<file path="src/hw/sfcp_pkg.sv">
package sfcp_pkg;
  localparam logic [7:0] OP_READ = 8'h03;
  localparam logic [7:0] OP_FAST_READ = 8'h0b;
  localparam logic [7:0] OP_SECTOR_ERASE = 8'h20;
  localparam logic [7:0] OP_BLOCK_ERASE = 8'h52;
  localparam logic [7:0] OP_CHIP_ERASE_A = 8'h60;
  localparam logic [7:0] OP_CHIP_ERASE_B = 8'hc7;
  localparam logic [7:0] OP_BYTE_PROG = 8'h02;
  localparam logic [7:0] OP_AUTO_PROG = 8'had;
  localparam logic [7:0] OP_STATUS_READ = 8'h05;
  localparam logic [7:0] OP_STATUS_WRITE_ENABLE = 8'h50;
  localparam logic [7:0] OP_STATUS_WRITE = 8'h01;
  localparam logic [7:0] OP_WRITE_LATCH_SET = 8'h06;
  localparam logic [7:0] OP_WRITE_LATCH_CLEAR = 8'h04;
  localparam logic [7:0] OP_READY_OUT_ENABLE = 8'h70;
  localparam logic [7:0] OP_READY_OUT_DISABLE = 8'h80;
  localparam logic [7:0] OP_PAUSE_PIN_ENABLE = 8'haa;
  localparam int unsigned BITS_PER_CYCLE = 8;
  localparam int unsigned ADDR_BYTES = 3;
  localparam int unsigned STATUS_LOCK_POS = 7;
  localparam int unsigned STATUS_AUTO_POS = 6;
  localparam int unsigned STATUS_LEVEL_POS = 2;
  localparam int unsigned STATUS_LATCH_POS = 1;
  localparam logic [2:0] LEVEL_RESET = 3'h3;
  localparam logic PROTECT_LOCK_RESET = 1'b0;
  localparam logic [1:0] DENS_512K = 2'h0;
  localparam logic [1:0] DENS_1M = 2'h1;
  localparam logic [1:0] DENS_2M = 2'h2;
  localparam logic [1:0] DENS_4M = 2'h3;

  typedef enum logic [1:0] {
    SFCP_ERASE_SECTOR, SFCP_ERASE_BLOCK, SFCP_ERASE_CHIP, SFCP_PROGRAM
  } sfcp_req_e;

  typedef struct packed {
    sfcp_req_e kind;
    logic [23:0] addr;
    logic [7:0] data;
  } sfcp_req_s;
endpackage

</file>
<file path="src/hw/sfcp_core.sv">
// Notes on behaviour
// - Status shows auto-increment mode; single-byte mode after power-up.
// - Status write takes new levels only when protect pin high or lock zero.
// - Full erase runs only with all level bits zero, else ignored.
// - Protect pin low and lock one freezes lock and level bits.
// - Protect pin high makes the lock bit irrelevant.
// - Lock bit is zero after power-up.
// - 512 Kbit: 00 none, 01 top quarter, 10 top half, 11 all.
// - 1 Mbit: 00 none, 01 top quarter, 10 top half, 11 all.
// - 2 Mbit: 00 none, 01 top quarter, 10 top half, 11 all.
// - 4 Mbit: eighth, quarter, half; top level bit set protects all.
// - Lower two level bits are ones after power-up.
// - Opcode, address and data cycles are eight bits each.
// - Select fall starts a command; input sampled on clock rise, MSB first.
// - Select rising mid-cycle abandons the command, back to standby.
// - Read 03 and fast read 0b take three address bytes, fast adds dummy.
// - Erases 20 sector, 52 block with address; 60 or c7 full array.
// - Program 02 one byte; ad auto-increment with two or more bytes.
// - Opcode 70 enables ready/busy output during auto-increment program.
// - Opcode 80 disables ready/busy output during auto-increment program.
// - Opcode aa turns the shared reset pin into the pause input.
// - Status read repeats the status byte until select rises.
// - Status write needs status-write enable or write-latch set first.
module sfcp_core (
  // System
  input wire logic clk,
  input wire logic rst,
  // Serial link pins
  input wire logic chip_select_n,
  input wire logic serial_clock,
  input wire logic serial_in,
  input wire logic write_protect_n,
  output logic serial_out,
  output logic serial_out_oe_n,
  // Configuration and engine status
  input wire logic [1:0] density,
  input wire logic engine_busy,
  input wire logic auto_done,
  // Array request stream
  output logic req_valid,
  input wire logic req_ready,
  output sfcp_pkg::sfcp_req_s req,
  // Status view
  output logic [7:0] status,
  output logic auto_increment_program_mode,
  output logic ready_busy_indicator_en,
  output logic pause_pin_mode,
  output logic [23:0] protect_base,
  output logic protect_any
);
  typedef enum logic [2:0] {
    ST_OPCODE, ST_ADDR, ST_DUMMY, ST_DATA, ST_STATUS_OUT, ST_IGNORE
  } sfcp_state_e;

  logic [1:0] cs_sync, sck_sync, si_sync, wp_sync;
  logic sck_prev, cs_prev;
  logic [7:0] shift;
  logic [2:0] bit_cnt;
  logic [1:0] addr_cnt;
  logic [7:0] opcode;
  logic [23:0] addr;
  sfcp_state_e state;
  logic write_latch, status_write_ok;
  logic protect_lock_bit;
  logic [2:0] level;
  logic [7:0] out_shift;
  logic sck_rise, sck_fall, cs_fall, cs_high, byte_done;
  logic [7:0] rx_byte;
  logic push, req_ready_int;
  sfcp_pkg::sfcp_req_s push_req;
  sfcp_pkg::sfcp_req_s buf0, buf1;
  logic [1:0] buf_cnt;

  // Two-flop sync of every pin before use
  always_ff @(posedge clk or posedge rst) begin
    if (rst) begin
      cs_sync <= 2'h3;
      sck_sync <= 2'h0;
      si_sync <= 2'h0;
      wp_sync <= 2'h3;
      sck_prev <= 1'b0;
      cs_prev <= 1'b1;
    end else begin
      cs_sync <= {cs_sync[0], chip_select_n};
      sck_sync <= {sck_sync[0], serial_clock};
      si_sync <= {si_sync[0], serial_in};
      wp_sync <= {wp_sync[0], write_protect_n};
      sck_prev <= sck_sync[1];
      cs_prev <= cs_sync[1];
    end
  end

  assign cs_high = cs_sync[1];
  assign sck_rise = sck_sync[1] & ~sck_prev & ~cs_high;
  assign sck_fall = ~sck_sync[1] & sck_prev & ~cs_high;
  assign cs_fall = ~cs_sync[1] & cs_prev;
  assign rx_byte = {shift[6:0], si_sync[1]};
  assign byte_done = sck_rise && (bit_cnt == 3'(sfcp_pkg::BITS_PER_CYCLE - 1));

  function automatic logic [23:0] size_of(input logic [1:0] d);
    unique case (d)
      sfcp_pkg::DENS_512K: size_of = 24'h010000;
      sfcp_pkg::DENS_1M: size_of = 24'h020000;
      sfcp_pkg::DENS_2M: size_of = 24'h040000;
      default: size_of = 24'h080000;
    endcase
  endfunction

  function automatic logic addr_opcode(input logic [7:0] op);
    addr_opcode = (op == sfcp_pkg::OP_READ) || (op == sfcp_pkg::OP_FAST_READ)
      || (op == sfcp_pkg::OP_SECTOR_ERASE) || (op == sfcp_pkg::OP_BLOCK_ERASE)
      || (op == sfcp_pkg::OP_BYTE_PROG) || (op == sfcp_pkg::OP_AUTO_PROG);
  endfunction

  // Protected region start from level and density
  always_comb begin
    logic [23:0] sz;
    sz = size_of(density);
    protect_any = 1'b1;
    protect_base = 24'h000000;
    if (density == sfcp_pkg::DENS_4M) begin
      unique case (level)
        3'h0: protect_any = 1'b0;
        3'h1: protect_base = sz - (sz >> 3);
        3'h2: protect_base = sz - (sz >> 2);
        3'h3: protect_base = sz >> 1;
        default: protect_base = 24'h000000;
      endcase
    end else begin
      unique case (level[1:0])
        2'h0: protect_any = 1'b0;
        2'h1: protect_base = sz - (sz >> 2);
        2'h2: protect_base = sz >> 1;
        2'h3: protect_base = 24'h000000;
      endcase
    end
  end

  // Bit counter and shift register; select high returns to standby
  always_ff @(posedge clk or posedge rst) begin
    if (rst) begin
      shift <= 8'h00;
      bit_cnt <= 3'h0;
    end else if (cs_high || cs_fall) begin
      bit_cnt <= 3'h0;
    end else if (sck_rise) begin
      shift <= rx_byte;
      bit_cnt <= bit_cnt + 3'h1;
    end
  end

  // Command sequencing
  always_ff @(posedge clk or posedge rst) begin
    if (rst) begin
      state <= ST_OPCODE;
      opcode <= 8'h00;
      addr <= 24'h000000;
      addr_cnt <= 2'h0;
    end else if (cs_high) begin
      state <= ST_OPCODE;
    end else if (byte_done) begin
      unique case (state)
        ST_OPCODE: begin
          opcode <= rx_byte;
          addr_cnt <= 2'h0;
          if (addr_opcode(rx_byte))
            state <= ST_ADDR;
          else if (rx_byte == sfcp_pkg::OP_STATUS_READ)
            state <= ST_STATUS_OUT;
          else if (rx_byte == sfcp_pkg::OP_STATUS_WRITE)
            state <= ST_DATA;
          else
            state <= ST_IGNORE;
        end
        ST_ADDR: begin
          addr <= {addr[15:0], rx_byte};
          addr_cnt <= addr_cnt + 2'h1;
          if (addr_cnt == 2'(sfcp_pkg::ADDR_BYTES - 1)) begin
            if (opcode == sfcp_pkg::OP_FAST_READ)
              state <= ST_DUMMY;
            else if (opcode == sfcp_pkg::OP_BYTE_PROG ||
                     opcode == sfcp_pkg::OP_AUTO_PROG)
              state <= ST_DATA;
            else
              state <= ST_IGNORE;
          end
        end
        ST_DUMMY: state <= ST_IGNORE;
        ST_DATA: begin
          if (opcode == sfcp_pkg::OP_AUTO_PROG)
            addr <= addr + 24'h1;
          else
            state <= ST_IGNORE;
        end
        ST_STATUS_OUT: state <= ST_STATUS_OUT;
        ST_IGNORE: state <= ST_IGNORE;
      endcase
    end
  end

  // Erases and the byte-program latch clear fire on select rising after a whole last byte
  logic cmd_end;
  // Empty select pulses must not replay the previous opcode
  assign cmd_end = cs_high && !cs_prev && bit_cnt == 3'h0 &&
    state != ST_OPCODE;

  always_ff @(posedge clk or posedge rst) begin
    if (rst) begin
      write_latch <= 1'b0;
      status_write_ok <= 1'b0;
      protect_lock_bit <= sfcp_pkg::PROTECT_LOCK_RESET;
      level <= sfcp_pkg::LEVEL_RESET;
      ready_busy_indicator_en <= 1'b0;
      pause_pin_mode <= 1'b0;
    end else if (byte_done && state == ST_OPCODE) begin
      unique case (rx_byte)
        sfcp_pkg::OP_WRITE_LATCH_SET: write_latch <= 1'b1;
        sfcp_pkg::OP_WRITE_LATCH_CLEAR: write_latch <= 1'b0;
        sfcp_pkg::OP_STATUS_WRITE_ENABLE: status_write_ok <= 1'b1;
        sfcp_pkg::OP_READY_OUT_ENABLE: ready_busy_indicator_en <= 1'b1;
        sfcp_pkg::OP_READY_OUT_DISABLE: ready_busy_indicator_en <= 1'b0;
        sfcp_pkg::OP_PAUSE_PIN_ENABLE: pause_pin_mode <= 1'b1;
        default: ;
      endcase
    end else if (byte_done && state == ST_DATA &&
                 opcode == sfcp_pkg::OP_STATUS_WRITE) begin
      if (write_latch || status_write_ok) begin
        if (wp_sync[1] || !protect_lock_bit) begin
          protect_lock_bit <= rx_byte[sfcp_pkg::STATUS_LOCK_POS];
          level <= rx_byte[sfcp_pkg::STATUS_LEVEL_POS +: 3];
        end
      end
      write_latch <= 1'b0;
      status_write_ok <= 1'b0;
    end else if (push && req_ready_int && push_req.kind != sfcp_pkg::SFCP_PROGRAM)
      write_latch <= 1'b0;
    else if (cmd_end && opcode == sfcp_pkg::OP_BYTE_PROG)
      write_latch <= 1'b0;
    else if (auto_done)
      write_latch <= 1'b0;
  end

  // Auto-increment mode tracks the engine's programming session
  always_ff @(posedge clk or posedge rst) begin
    if (rst)
      auto_increment_program_mode <= 1'b0;
    else if (byte_done && state == ST_DATA && write_latch &&
             opcode == sfcp_pkg::OP_AUTO_PROG)
      auto_increment_program_mode <= 1'b1;
    else if (auto_done)
      auto_increment_program_mode <= 1'b0;
  end

  // Request generation toward the array engine
  always_comb begin
    push = 1'b0;
    push_req = '{kind: sfcp_pkg::SFCP_PROGRAM, addr: addr, data: rx_byte};
    if (byte_done && state == ST_DATA && write_latch &&
        (opcode == sfcp_pkg::OP_BYTE_PROG ||
         opcode == sfcp_pkg::OP_AUTO_PROG)) begin
      push = 1'b1;
    end else if (cmd_end && write_latch) begin
      if (opcode == sfcp_pkg::OP_CHIP_ERASE_A ||
          opcode == sfcp_pkg::OP_CHIP_ERASE_B) begin
        push = (level == 3'h0);
        push_req.kind = sfcp_pkg::SFCP_ERASE_CHIP;
      end else if (opcode == sfcp_pkg::OP_SECTOR_ERASE &&
                   state == ST_IGNORE) begin
        push = 1'b1;
        push_req.kind = sfcp_pkg::SFCP_ERASE_SECTOR;
      end else if (opcode == sfcp_pkg::OP_BLOCK_ERASE &&
                   state == ST_IGNORE) begin
        push = 1'b1;
        push_req.kind = sfcp_pkg::SFCP_ERASE_BLOCK;
      end
    end
  end

  // Two-entry buffer; the link cannot wait, so a push into a full one is lost
  assign req_ready_int = (buf_cnt != 2'h2);
  assign req_valid = (buf_cnt != 2'h0);
  assign req = buf0;
  always_ff @(posedge clk or posedge rst) begin
    if (rst) begin
      buf_cnt <= 2'h0;
      buf0 <= '0;
      buf1 <= '0;
    end else begin
      unique case ({push && req_ready_int, req_valid && req_ready})
        2'b10: begin
          if (buf_cnt == 2'h0)
            buf0 <= push_req;
          else
            buf1 <= push_req;
          buf_cnt <= buf_cnt + 2'h1;
        end
        2'b01: begin
          buf0 <= buf1;
          buf_cnt <= buf_cnt - 2'h1;
        end
        2'b11: begin
          if (buf_cnt == 2'h1)
            buf0 <= push_req;
          else begin
            buf0 <= buf1;
            buf1 <= push_req;
          end
        end
        default: ;
      endcase
    end
  end

  assign status = {protect_lock_bit, auto_increment_program_mode, 1'b0,
                   level, write_latch, engine_busy};

  // Status output changes on clock fall, MSB first; ready/busy follows the engine
  always_ff @(posedge clk or posedge rst) begin
    if (rst) begin
      out_shift <= 8'h00;
      serial_out <= 1'b0;
      serial_out_oe_n <= 1'b1;
    end else if (cs_high) begin
      serial_out_oe_n <= 1'b1;
      serial_out <= 1'b0;
    end else if (state == ST_STATUS_OUT && sck_fall) begin
      if (bit_cnt == 3'h0) begin
        serial_out <= status[7];
        out_shift <= {status[6:0], 1'b0};
      end else begin
        serial_out <= out_shift[7];
        out_shift <= {out_shift[6:0], 1'b0};
      end
      serial_out_oe_n <= 1'b0;
    end else if (state != ST_STATUS_OUT && ready_busy_indicator_en &&
                 auto_increment_program_mode) begin
      // Ready reads high; driven only while selected
      serial_out <= ~engine_busy;
      serial_out_oe_n <= 1'b0;
    end
  end
endmodule

</file>
<file path="config.mk">
export PLATFORM = sky130hd
export DESIGN_NAME = sfcp_core
export DESIGN_NICKNAME = d
export VERILOG_FILES = /design/src/hw/sfcp_pkg.sv /design/src/hw/sfcp_core.sv
export SDC_FILE = /design/constraint.sdc
export NUM_CORES = 1
export LEC_CHECK = 0
export ABC_AREA = 1
export ABC_CLOCK_PERIOD_IN_PS = 5300
export BUFFER_PORTS_ARGS = -buffer_cell sky130_fd_sc_hd__buf_2
export CORE_MARGIN = 5
export CORE_UTILIZATION = 35
export DETAILED_ROUTE_END_ITERATION = 12
export PLACE_DENSITY = 0.63
export SETUP_SLACK_MARGIN = 0.4
export SLEW_MARGIN = 15
export SYNTH_ARGS = -nofsm -noshare
export SYNTH_HDL_FRONTEND = slang
export SYNTH_SLANG_ARGS = --single-unit
</file>
<file path="constraint.sdc">
create_clock -name clk -period 5.3 [get_ports clk]
set_input_delay 0.265 -clock clk [delete_from_list [all_inputs] [get_ports clk]]
set_output_delay 0.265 -clock clk [all_outputs]
set_load 0.1 [all_outputs]
</file>
# Yosys cells after proc, flatten, opt, wreduce, memory -nomap -nowiden
# Cells that the tools add are included.
# classes
n_addsub	7
n_eq_ne	52
n_mux	58
bitwise	11
n_reduce_logical	66
# ops
op	count
$mux W34	4
$pmux W34 S3	1
$pmux W24 S2	2
$pmux W24 S3	1
$pmux W34 S2	1
$pmux W20 S3	1
$mux W24	2
$eq A8 B7 Y1 const B	5
$eq A8 B8 Y1 const B	5
$mux W3	11
$add A24 B1 Y24 const B	1
$eq A8 B2 Y1 const B	3
$eq A8 B3 Y1 const B	3
$mux W1	24
$sub A24 B21 Y24	1
$sub A24 B22 Y24	1
$logic_and A1 B1 Y1	20
$reduce_bool A2 Y1	10
$eq A8 B1 Y1 const B	2
$eq A8 B4 Y1 const B	2
$eq A8 B6 Y1 const B	2
$pmux W3 S5	1
$reduce_and A2 Y1	7
$eq A2 B2 Y1 const B	6
26 further kinds	78
# word_totals
reg_bits	146
inputBits	11
out_inout_bits	73
elab_cells	223

# Logic depth before layout (Yosys ltp)
# Gate-level depths: netlist of run 1.
# depth
word_depth	13
ltp_mapped	18
ltp_nobuf	17

# Worst setup path after synthesis of run 1
# No wires, ideal clock.
# synth_timing
path_type	flip-flop to output port
from	register level[1]
to	output port protect_base[23]
arrival_time_ns	3.946
required_time_ns	5.035
path_slack_ns	1.089
path_stages_with_launch	9
path_buffers	0
cell_sequence	dfstp_2 inv_1 ha_1 nand2_1 nor2_1 inv_1 nand2_1 o21ai_0 a21boi_0
# synth_via
elab_chain_len	3
elab_cells_between_ends	8
classes_between	eq/ne: 5; mux: 3
# synth_rtl
item	line	source
from (decl)	sfcp_core.sv:65	logic [2:0] level;
from (signal assigned)	sfcp_core.sv:212	level <= sfcp_pkg::LEVEL_RESET;
from (signal assigned)	sfcp_core.sv:230	level <= rx_byte[sfcp_pkg::STATUS_LEVEL_POS +: 3];
$eq A3 B2 Y1 (tied with other cells)	sfcp_core.sv:122	unique case (level)
$pmux W24 S3 or $pmux W24 S2 (tied branches)	sfcp_core.sv:122, sfcp_core.sv:130	
$mux W24 *	sfcp_core.sv:121	if (density == sfcp_pkg::DENS_4M) begin
to (decl)	sfcp_core.sv:48	output logic [23:0] protect_base,
# Every way passes the cells marked *; elsewhere a longest branch is shown, timed or not.

# Worst setup path after layout of run 1
# layout_timing
from	register state[2]
to	register buf1[28] (netlist bit)
# layout_via
elab_chain_len	11
elab_cells_between_ends	23
classes_between	eq/ne: 6; mux: 6; reduce/logical: 11
# layout_rtl
item	line	source
from (decl)	sfcp_core.sv:62	sfcp_state_e state;
from (signal assigned)	sfcp_core.sv:155	state <= ST_OPCODE;
from (signal assigned)	sfcp_core.sv:160	state <= ST_OPCODE;
from (signal assigned)	sfcp_core.sv:167	state <= ST_ADDR;
$eq A3 B3 Y1	sfcp_core.sv:268, sfcp_core.sv:272	
$logic_and A1 B1 Y1	sfcp_core.sv:271	end else if (opcode == sfcp_pkg::OP_BLOCK_ERASE &&
$mux W1	sfcp_core.sv:271	
$mux W1	sfcp_core.sv:267	end else if (opcode == sfcp_pkg::OP_SECTOR_ERASE &&
$mux W1	sfcp_core.sv:263	if (opcode == sfcp_pkg::OP_CHIP_ERASE_A ||
$mux W1	sfcp_core.sv:262	end else if (cmd_end && write_latch) begin
$mux W1 *	sfcp_core.sv:258	if (byte_done && state == ST_DATA && write_latch &&
$logic_and A1 B1 Y1 *	sfcp_core.sv:289	unique case ({push && req_ready_int, req_valid && req_ready})
$eq A2 B2 Y1	sfcp_core.sv:289	
$ne A2 B2 Y1 (no source line) or $reduce_bool A2 Y1 (tied branches)	--	
$reduce_and A3 Y1 (no source line)	--	
to (signal assigned)	sfcp_core.sv:294	buf1 <= push_req;
to (signal assigned)	sfcp_core.sv:306	buf1 <= push_req;
to (decl)	sfcp_core.sv:71	sfcp_pkg::sfcp_req_s buf0, buf1;
# Marked as above.
# A chain may end at the register's enable or synchronous reset.

==> results of run 1 <==
## stage by stage
| step | instance area, um^2 | std cells | hold slack (ns) | utilization | setup slack, ns |
|---|---|---|---|---|---|
| 6_report | 8930 | 1356 | 0.0263 | 0.407 | 1.86 |
| 2_1_floorplan | 7910 | 1024 | 0.269 | - | 1.09 |
| 3_3_place_gp | 8290 | 1320 | 0.336 | 0.378 | 2.01 |
| 3_5_place_dp | 8290 | 1320 | 0.339 | 0.378 | 1.90 |
| 4_1_cts | 8930 | 1356 | 0.0697 | 0.407 | 1.87 |
| 5_1_grt | 8930 | 1356 | 0.0883 | 0.407 | 1.48 |
## layer usage
layer  track usage  up-vias  part of all wire
met4        0.0418        0             0.014
met3        0.0304       23             0.052
met5             0        -                 0
met2         0.226      185              0.44
li1              -     3378                 -
met1         0.211     3219              0.49
## placed cells by master (no fill, tap or decap), drive strengths merged, types with 2 or more instances in the layout
cell           n
nand2        293
dfrtp        137
o21ai        136
inv          112
nand3         81
buf           74
nor2          64
a21oi         35
ha            25
clkbuf        19
conb          15
nand4          8
dfstp          8
nor3           8
nor4           7
o211ai         5
o22ai          5
a31oi          5
a22oi          4
dlygate4sd3    4
o41ai          3
xnor2          3
xor2           3
clkinv         3
a2bb2oi        2
o32ai          2
a21boi         2
a211oi         2
bufinv         2
clkinvlp       2
## layout make-up
cell class / instances / area [um^2] / area share
Sequential cell: 145 / 3640 / 0.408
Clock buffer: 19 / 443 / 0.0496
Multi-Input combinational cell: 715 / 3520 / 0.394
Tap cell: 280 / 350 / 0.0392
Inverter: 106 / 403 / 0.0451
Clock inverter: 13 / 150 / 0.0168
Timing Repair Buffer: 78 / 425 / 0.0477
## kinds of logic (layout without fill, tap and decap cells)
group	count (synthesis)	in the layout	synth area share
xor+xnor	6	6	0.00669
buf+inv	164	216	0.0965
simple gates	464	464	0.251
flops	145	145	0.463
other cells	1	15	0.000477
fa+ha+maj	25	25	0.0398
compound gates	205	205	0.142
## worst paths after layout
kind	slack (ns)	endpoint	start
min in group clk	0.09	auto_increment_program_mode$_DFFE_PP0P_	auto_done
max in group asynchronous	4.17	cs_prev$_DFF_PP1_	rst
worst min-delay path	0.03	buf_cnt[1]$_DFFE_PP0P_	rst
worst max-delay path	1.86	buf1[28]$_DFFE_PP0P_	state[2]$_DFFE_PP0P_
worst max register to register	1.86	buf1[28]$_DFFE_PP0P_	state[2]$_DFFE_PP0P_
worst min register to register	0.35	si_sync[1]$_DFF_PP0_	si_sync[0]$_DFF_PP0_
## repair_timing
action / CTS / global route
hold buffers: 4 / 0
setup endpoints to repair: 0 / 0
hold endpoints to repair: 4 / 0
setup buffers: 0 / 0
## critical path, cell delays in order, from the launching register on
cell      delay (ns)
dfrtp_1         0.42
inv_1           0.11
nand3_2         0.06
buf_4           0.24
inv_2           0.39
nand2_1         0.19
nor2_2          0.15
nand2_1         0.10
a21oi_1         0.26
ha_1            0.27
nand2_1         0.07
o211ai_1        0.30
buf_4           0.54
o21ai_0         0.16
## registers in the layout (all words and copies together) (netlist names), 2 cells and up
name,flops
cs_sync,2
si_sync,2
level,3
sck_sync,2
req,34
opcode,8
bit_cnt,3
out_shift,7
state,3
buf1,34
shift,7
addr_cnt,2
buf_cnt,2
addr,24
wp_sync,2
## report_power, final
group | total [uW] | leakage [uW] | switching, uW | internal [uW]
sequential | 1200 | 0.00196 | 46.8 | 1160
combinational | 635 | 0.00207 | 521 | 113
clock | 1220 | 0.000286 | 504 | 715
total | 3060 | 0.00432 | 1070 | 1990
==> flow_summary.ini, run 1 <==
[timing]
fin_setup_tns_ns = 0
fmax_mhz = 291
rsz0062_at_grt = no
fin_skew_ns = 0.0109
finalHoldViolations = 0
fin_crit_sh = 0.649
period_minus_slack_ns = 3.44
worst_pin_slew_ns = 1.14
slew_viol_final = 0
setup_viol = 0
max-slew-margin-rel = 0.237

[drt]
vias_per_cell = 5.02
drc = 0
first_iter_violations = 648
firstDrtPassIters = 5
routed_wl_um = 18900
vias = 6805
postRouteAntennaNets = 0
wl_per_cell_um = 14.0

[floorplan]
dieArea_um2 = 25500
initial_core_util = 0.358
row_count = 54
ioPinCount = 84
die_h_um = 160
core_area_um2 = 22000
die_w_um = 160

[clock_network]
clk_latency_ns = 0.43
cts_sinks = 145
htree_levels = 4
clock-root-buffer = clkbuf_16
numCtsBuffers = 17
cts-resized-gates = 0
clk_pin_slew_worst_paths_ns = 0.06
clock_path_buffers = 2
tritoncts = done

[yosys]
synth_edf_count = 0
synthTopCellsByArea = dfrtp_1 44%, nand2_1 14%, o21ai_0 8.5%, nand3_1 5.0%, inv_1 4.7%
async_flop_share = 1.00
synth_top_cells_by_count = 287 x nand2_1, 137 x dfrtp_1, 134 x o21ai_0
yosys.area.top_type_share = 0.436
yosys.area.top_type = dfrtp_1
avgSynthCellArea_um2 = 7.78
ys_types = 47
yosysMostFrequentCell = nand2_1
syn_inst = 1010
ys_seq_elements = 145
synth_ff_type = dfrtp_1
synth_warnings = 0
syn_area_um2 = 7860
ys_seq_area_frac = 0.463

[power]
p_leak_uw = 0.00432
ir_worst_vdd_mv = 0.221
power_uw = 3060
power_density_nw_per_um2 = 342

[status]
status = complete, no violations

[setup_path]
arrival_ns = 3.72
rr_worst_depth = 13
start_kind = flop
cp-end-kind = flop
critical_path_class = flop to flop
critPathMaxFanout = 58
worstPathRequired_ns = 5.58

[finish]
fillers = 2238
diodes = 0
nets = 1099
drive_gt1_frac = 0.131
area.growth.synth_to_final_pct = 13.7

[global_routing]
grt_overflow = 0
grt_start_max_net_pins = 105
antenna_found_initial = 0
first_global_vias = 6336
grt.total_usage = 0.147
grt_first_pass_wirelength_um = 31600

[run]
cap_violations = 0

[placement]
io_buffers = 68
hpwlAfterDp_um = 13200
place_congestion = 0.918

[hold_path]
min_path_type = primary input to async pin
No activity file was read; power rests on OpenSTA's default activity.
==> run 2: changes to the inputs <==
--- a/config.mk
+++ b/config.mk
@@ -5,8 +5,8 @@
 export SDC_FILE = /design/constraint.sdc
 export NUM_CORES = 1
 export LEC_CHECK = 0
-export ABC_AREA = 1
-export ABC_CLOCK_PERIOD_IN_PS = 5300
+export ABC_AREA = 0
+export ABC_CLOCK_PERIOD_IN_PS = 3500
 export BUFFER_PORTS_ARGS = -buffer_cell sky130_fd_sc_hd__buf_2
 export CORE_MARGIN = 5
 export CORE_UTILIZATION = 35
==> constraint.sdc (replaced) <==
create_clock -name clk -period 3.5 [get_ports clk]
set_input_delay 0.175 -clock clk [delete_from_list [all_inputs] [get_ports clk]]
set_output_delay 0.175 -clock clk [all_outputs]
set_load 0.1 [all_outputs]
==> flow_summary.ini, run 2 <==
[status]
status = complete, no violations

[placement]
hpwlAfterDp_um = 11600
io_buffers = 68
place_congestion = 0.870

[timing]
fin_setup_tns_ns = 0
slew_viol_final = 0
fin_crit_sh = 0.895
worst_pin_slew_ns = 0.738
setup_viol = 0
rsz0062_at_grt = yes
max-slew-margin-rel = 0.505
fmax_mhz = 319
period_minus_slack_ns = 3.13
finalHoldViolations = 0
fin_skew_ns = 0.00707
hold_ws_ns = 0.0357

[clock_network]
cts_sinks = 145
clk_latency_ns = 0.42
clock-root-buffer = clkbuf_16
clk_pin_slew_worst_paths_ns = 0.06
clock_path_buffers = 2
htree_levels = 4
numCtsBuffers = 17
tritoncts = done

[floorplan]
row_count = 54
dieArea_um2 = 25000
die_h_um = 158
initial_core_util = 0.354
die_w_um = 158
core_area_um2 = 21800
ioPinCount = 84

[power]
p_leak_uw = 0.00435
ir_worst_vdd_mv = 0.360
power_density_nw_per_um2 = 529

[setup_path]
start_kind = flop
worstPathRequired_ns = 3.80
crit_buf_inv = 3
cp-end-kind = flop
slowest_delay_ns = 0.52
critPathMaxFanout = 14
critical_path_class = flop to flop
crit_slowest_cell = or4b_1
arrival_ns = 3.44
cp_cell_sequence = or4b_1 -> a2111o_1 -> o31a_1 -> nor2_4 -> o21ai_2 -> inv_2 -> ha_4 -> nand2_2 -> o211ai_1 -> buf_4 -> buf_12 -> mux2_2
crit_family = compound AO/OA/AOI/OAI gates

[yosys]
synth_warnings = 0
synth_top_cells_by_count = 137 x dfrtp_1, 81 x nand2_1, 49 x o21ai_0
syn_inst = 741
synth_top_family_by_area = compound AO/OA/AOI/OAI gates
yosys.area.top_type_share = 0.446
async_flop_share = 1.00
synth_edf_count = 0
ys_types = 64
yosysMostFrequentCell = dfrtp_1
synthTopCellsByArea = dfrtp_1 45%, mux2_2 6.0%, mux2_4 5.9%, a22o_1 4.6%, nand2_1 4.0%
synth_ff_type = dfrtp_1
yosys.area.top_type = dfrtp_1
yosys.area_share.simple = 0.133
ys_seq_area_frac = 0.473
synth_compound_area_frac = 0.163
synthAdderAreaFrac = 0.0390
syn_area_um2 = 7690
avgSynthCellArea_um2 = 10.4
synth_mux_area_frac = 0.126
synth_xor_area_frac = 0.00569
ys_seq_elements = 145

[finish]
drive_gt1_frac = 0.271
area.growth.synth_to_final_pct = 18.9
mostFrequentLayoutCell = dfrtp_1
nets = 842
fillers = 2111
fin_util = 0.420
final_cell_mix = 133 x dfrtp_1, 80 x nand2_1, 68 x buf_2
diodes = 0

[drt]
routed_wl_um = 18000
postRouteAntennaNets = 0
drc = 0
wl_per_cell_um = 16.3
vias = 5718
firstDrtPassIters = 4
vias_per_cell = 5.20
first_iter_violations = 393

[global_routing]
antenna_found_initial = 0
grt_overflow = 0
grt_first_pass_wirelength_um = 27900
grt.total_usage = 0.138
grt_start_max_net_pins = 91
first_global_vias = 5286

[hold_path]
min_path_type = primary input to flop

[run]
cap_violations = 0
run 2: worst paths after layout:
check / from / to / slack, ns / depth (start not counted)
setup reg to reg: opcode[6]$_DFFE_PP0P_ / buf1[29]$_DFFE_PP0P_ / 0.37 / 12
min in group asynchronous: rst / buf1[26]$_DFFE_PP0P_ / 0.34 / 3
max in group asynchronous: rst / opcode[4]$_DFFE_PP0P_ / 2.30 / 4
hold reg to reg: sck_sync[0]$_DFF_PP0_ / sck_sync[1]$_DFF_PP0_ / 0.35 / 0
hold / removal: engine_busy / out_shift[1]$_DFFE_PP0P_ / 0.04 / 3
setup / recovery: opcode[6]$_DFFE_PP0P_ / buf1[29]$_DFFE_PP0P_ / 0.37 / 12
run 2: worst reg2reg max path, cell delays in order (launching register included):
cell and delay [ns]:
dfrtp_2 0.44, or4b_1 0.52, a2111o_1 0.45, o31a_1 0.16, nor2_4 0.13, o21ai_2 0.08
inv_2 0.10, ha_4 0.15, nand2_2 0.07, o211ai_1 0.17, buf_4 0.25, buf_12 0.17
mux2_2 0.34
run 2: kinds of logic after synthesis:
group                      after synthesis
muxes                                   77
and+or+nand+nor                        206
buffers and inverters                   97
adders and majority gates               24
DFF                                    145
other                                    1
xor gates and xnor gates                 5
AOI/OAI and AO/OA                      186
run 2: area by class of cell:
type,count,area [um^2],area share
Sequential cell,145,3650,0.399
Inverter,32,124,0.0135
Clock buffer,20,457,0.0499
Clock inverter,12,154,0.0168
Timing Repair Buffer,98,666,0.0728
Multi-Input combinational cell,513,3740,0.409
Tap cell,280,350,0.0383
run 2: where the power goes:
part           internal [uW]  leakage [uW]  switching (uW)
Combinational            300       0.00211             784
Sequential              1760       0.00196             119
Clock                   1160      0.000293             718
Total                   3220       0.00435            1620
run 2: timing repair:
action | in CTS | in global routing
hold endpoints to repair | 26 | 0
gates cloned | 0 | 3
pin swaps | 1 | 6
hold buffers | 6 | 0
buffers inserted | 1 | 8
gates resized for setup | 1 | 28
setup endpoints to repair | 63 | 63
run 2: routing by layer:
metal,vias to the layer above,GRT usage,share of wire
li1,2758,-,-
met1,2809,0.195,0.47
met2,134,0.217,0.47
met3,17,0.0272,0.043
met4,0,0.0386,0.014
met5,-,0,0
run 2: per-stage QoR:
stage          instances  power (uW)  setup slack [ns]  cell area (um^2)
3_3_place_gp        1050        2970             0.399              8260
4_1_cts             1089        4880             0.383              8940
2_1_floorplan        755        2790             0.171              7770
5_1_grt             1100        5030             0.288              9150
6_report            1100        4840             0.369              9150
3_5_place_dp        1050        2980             0.310              8260
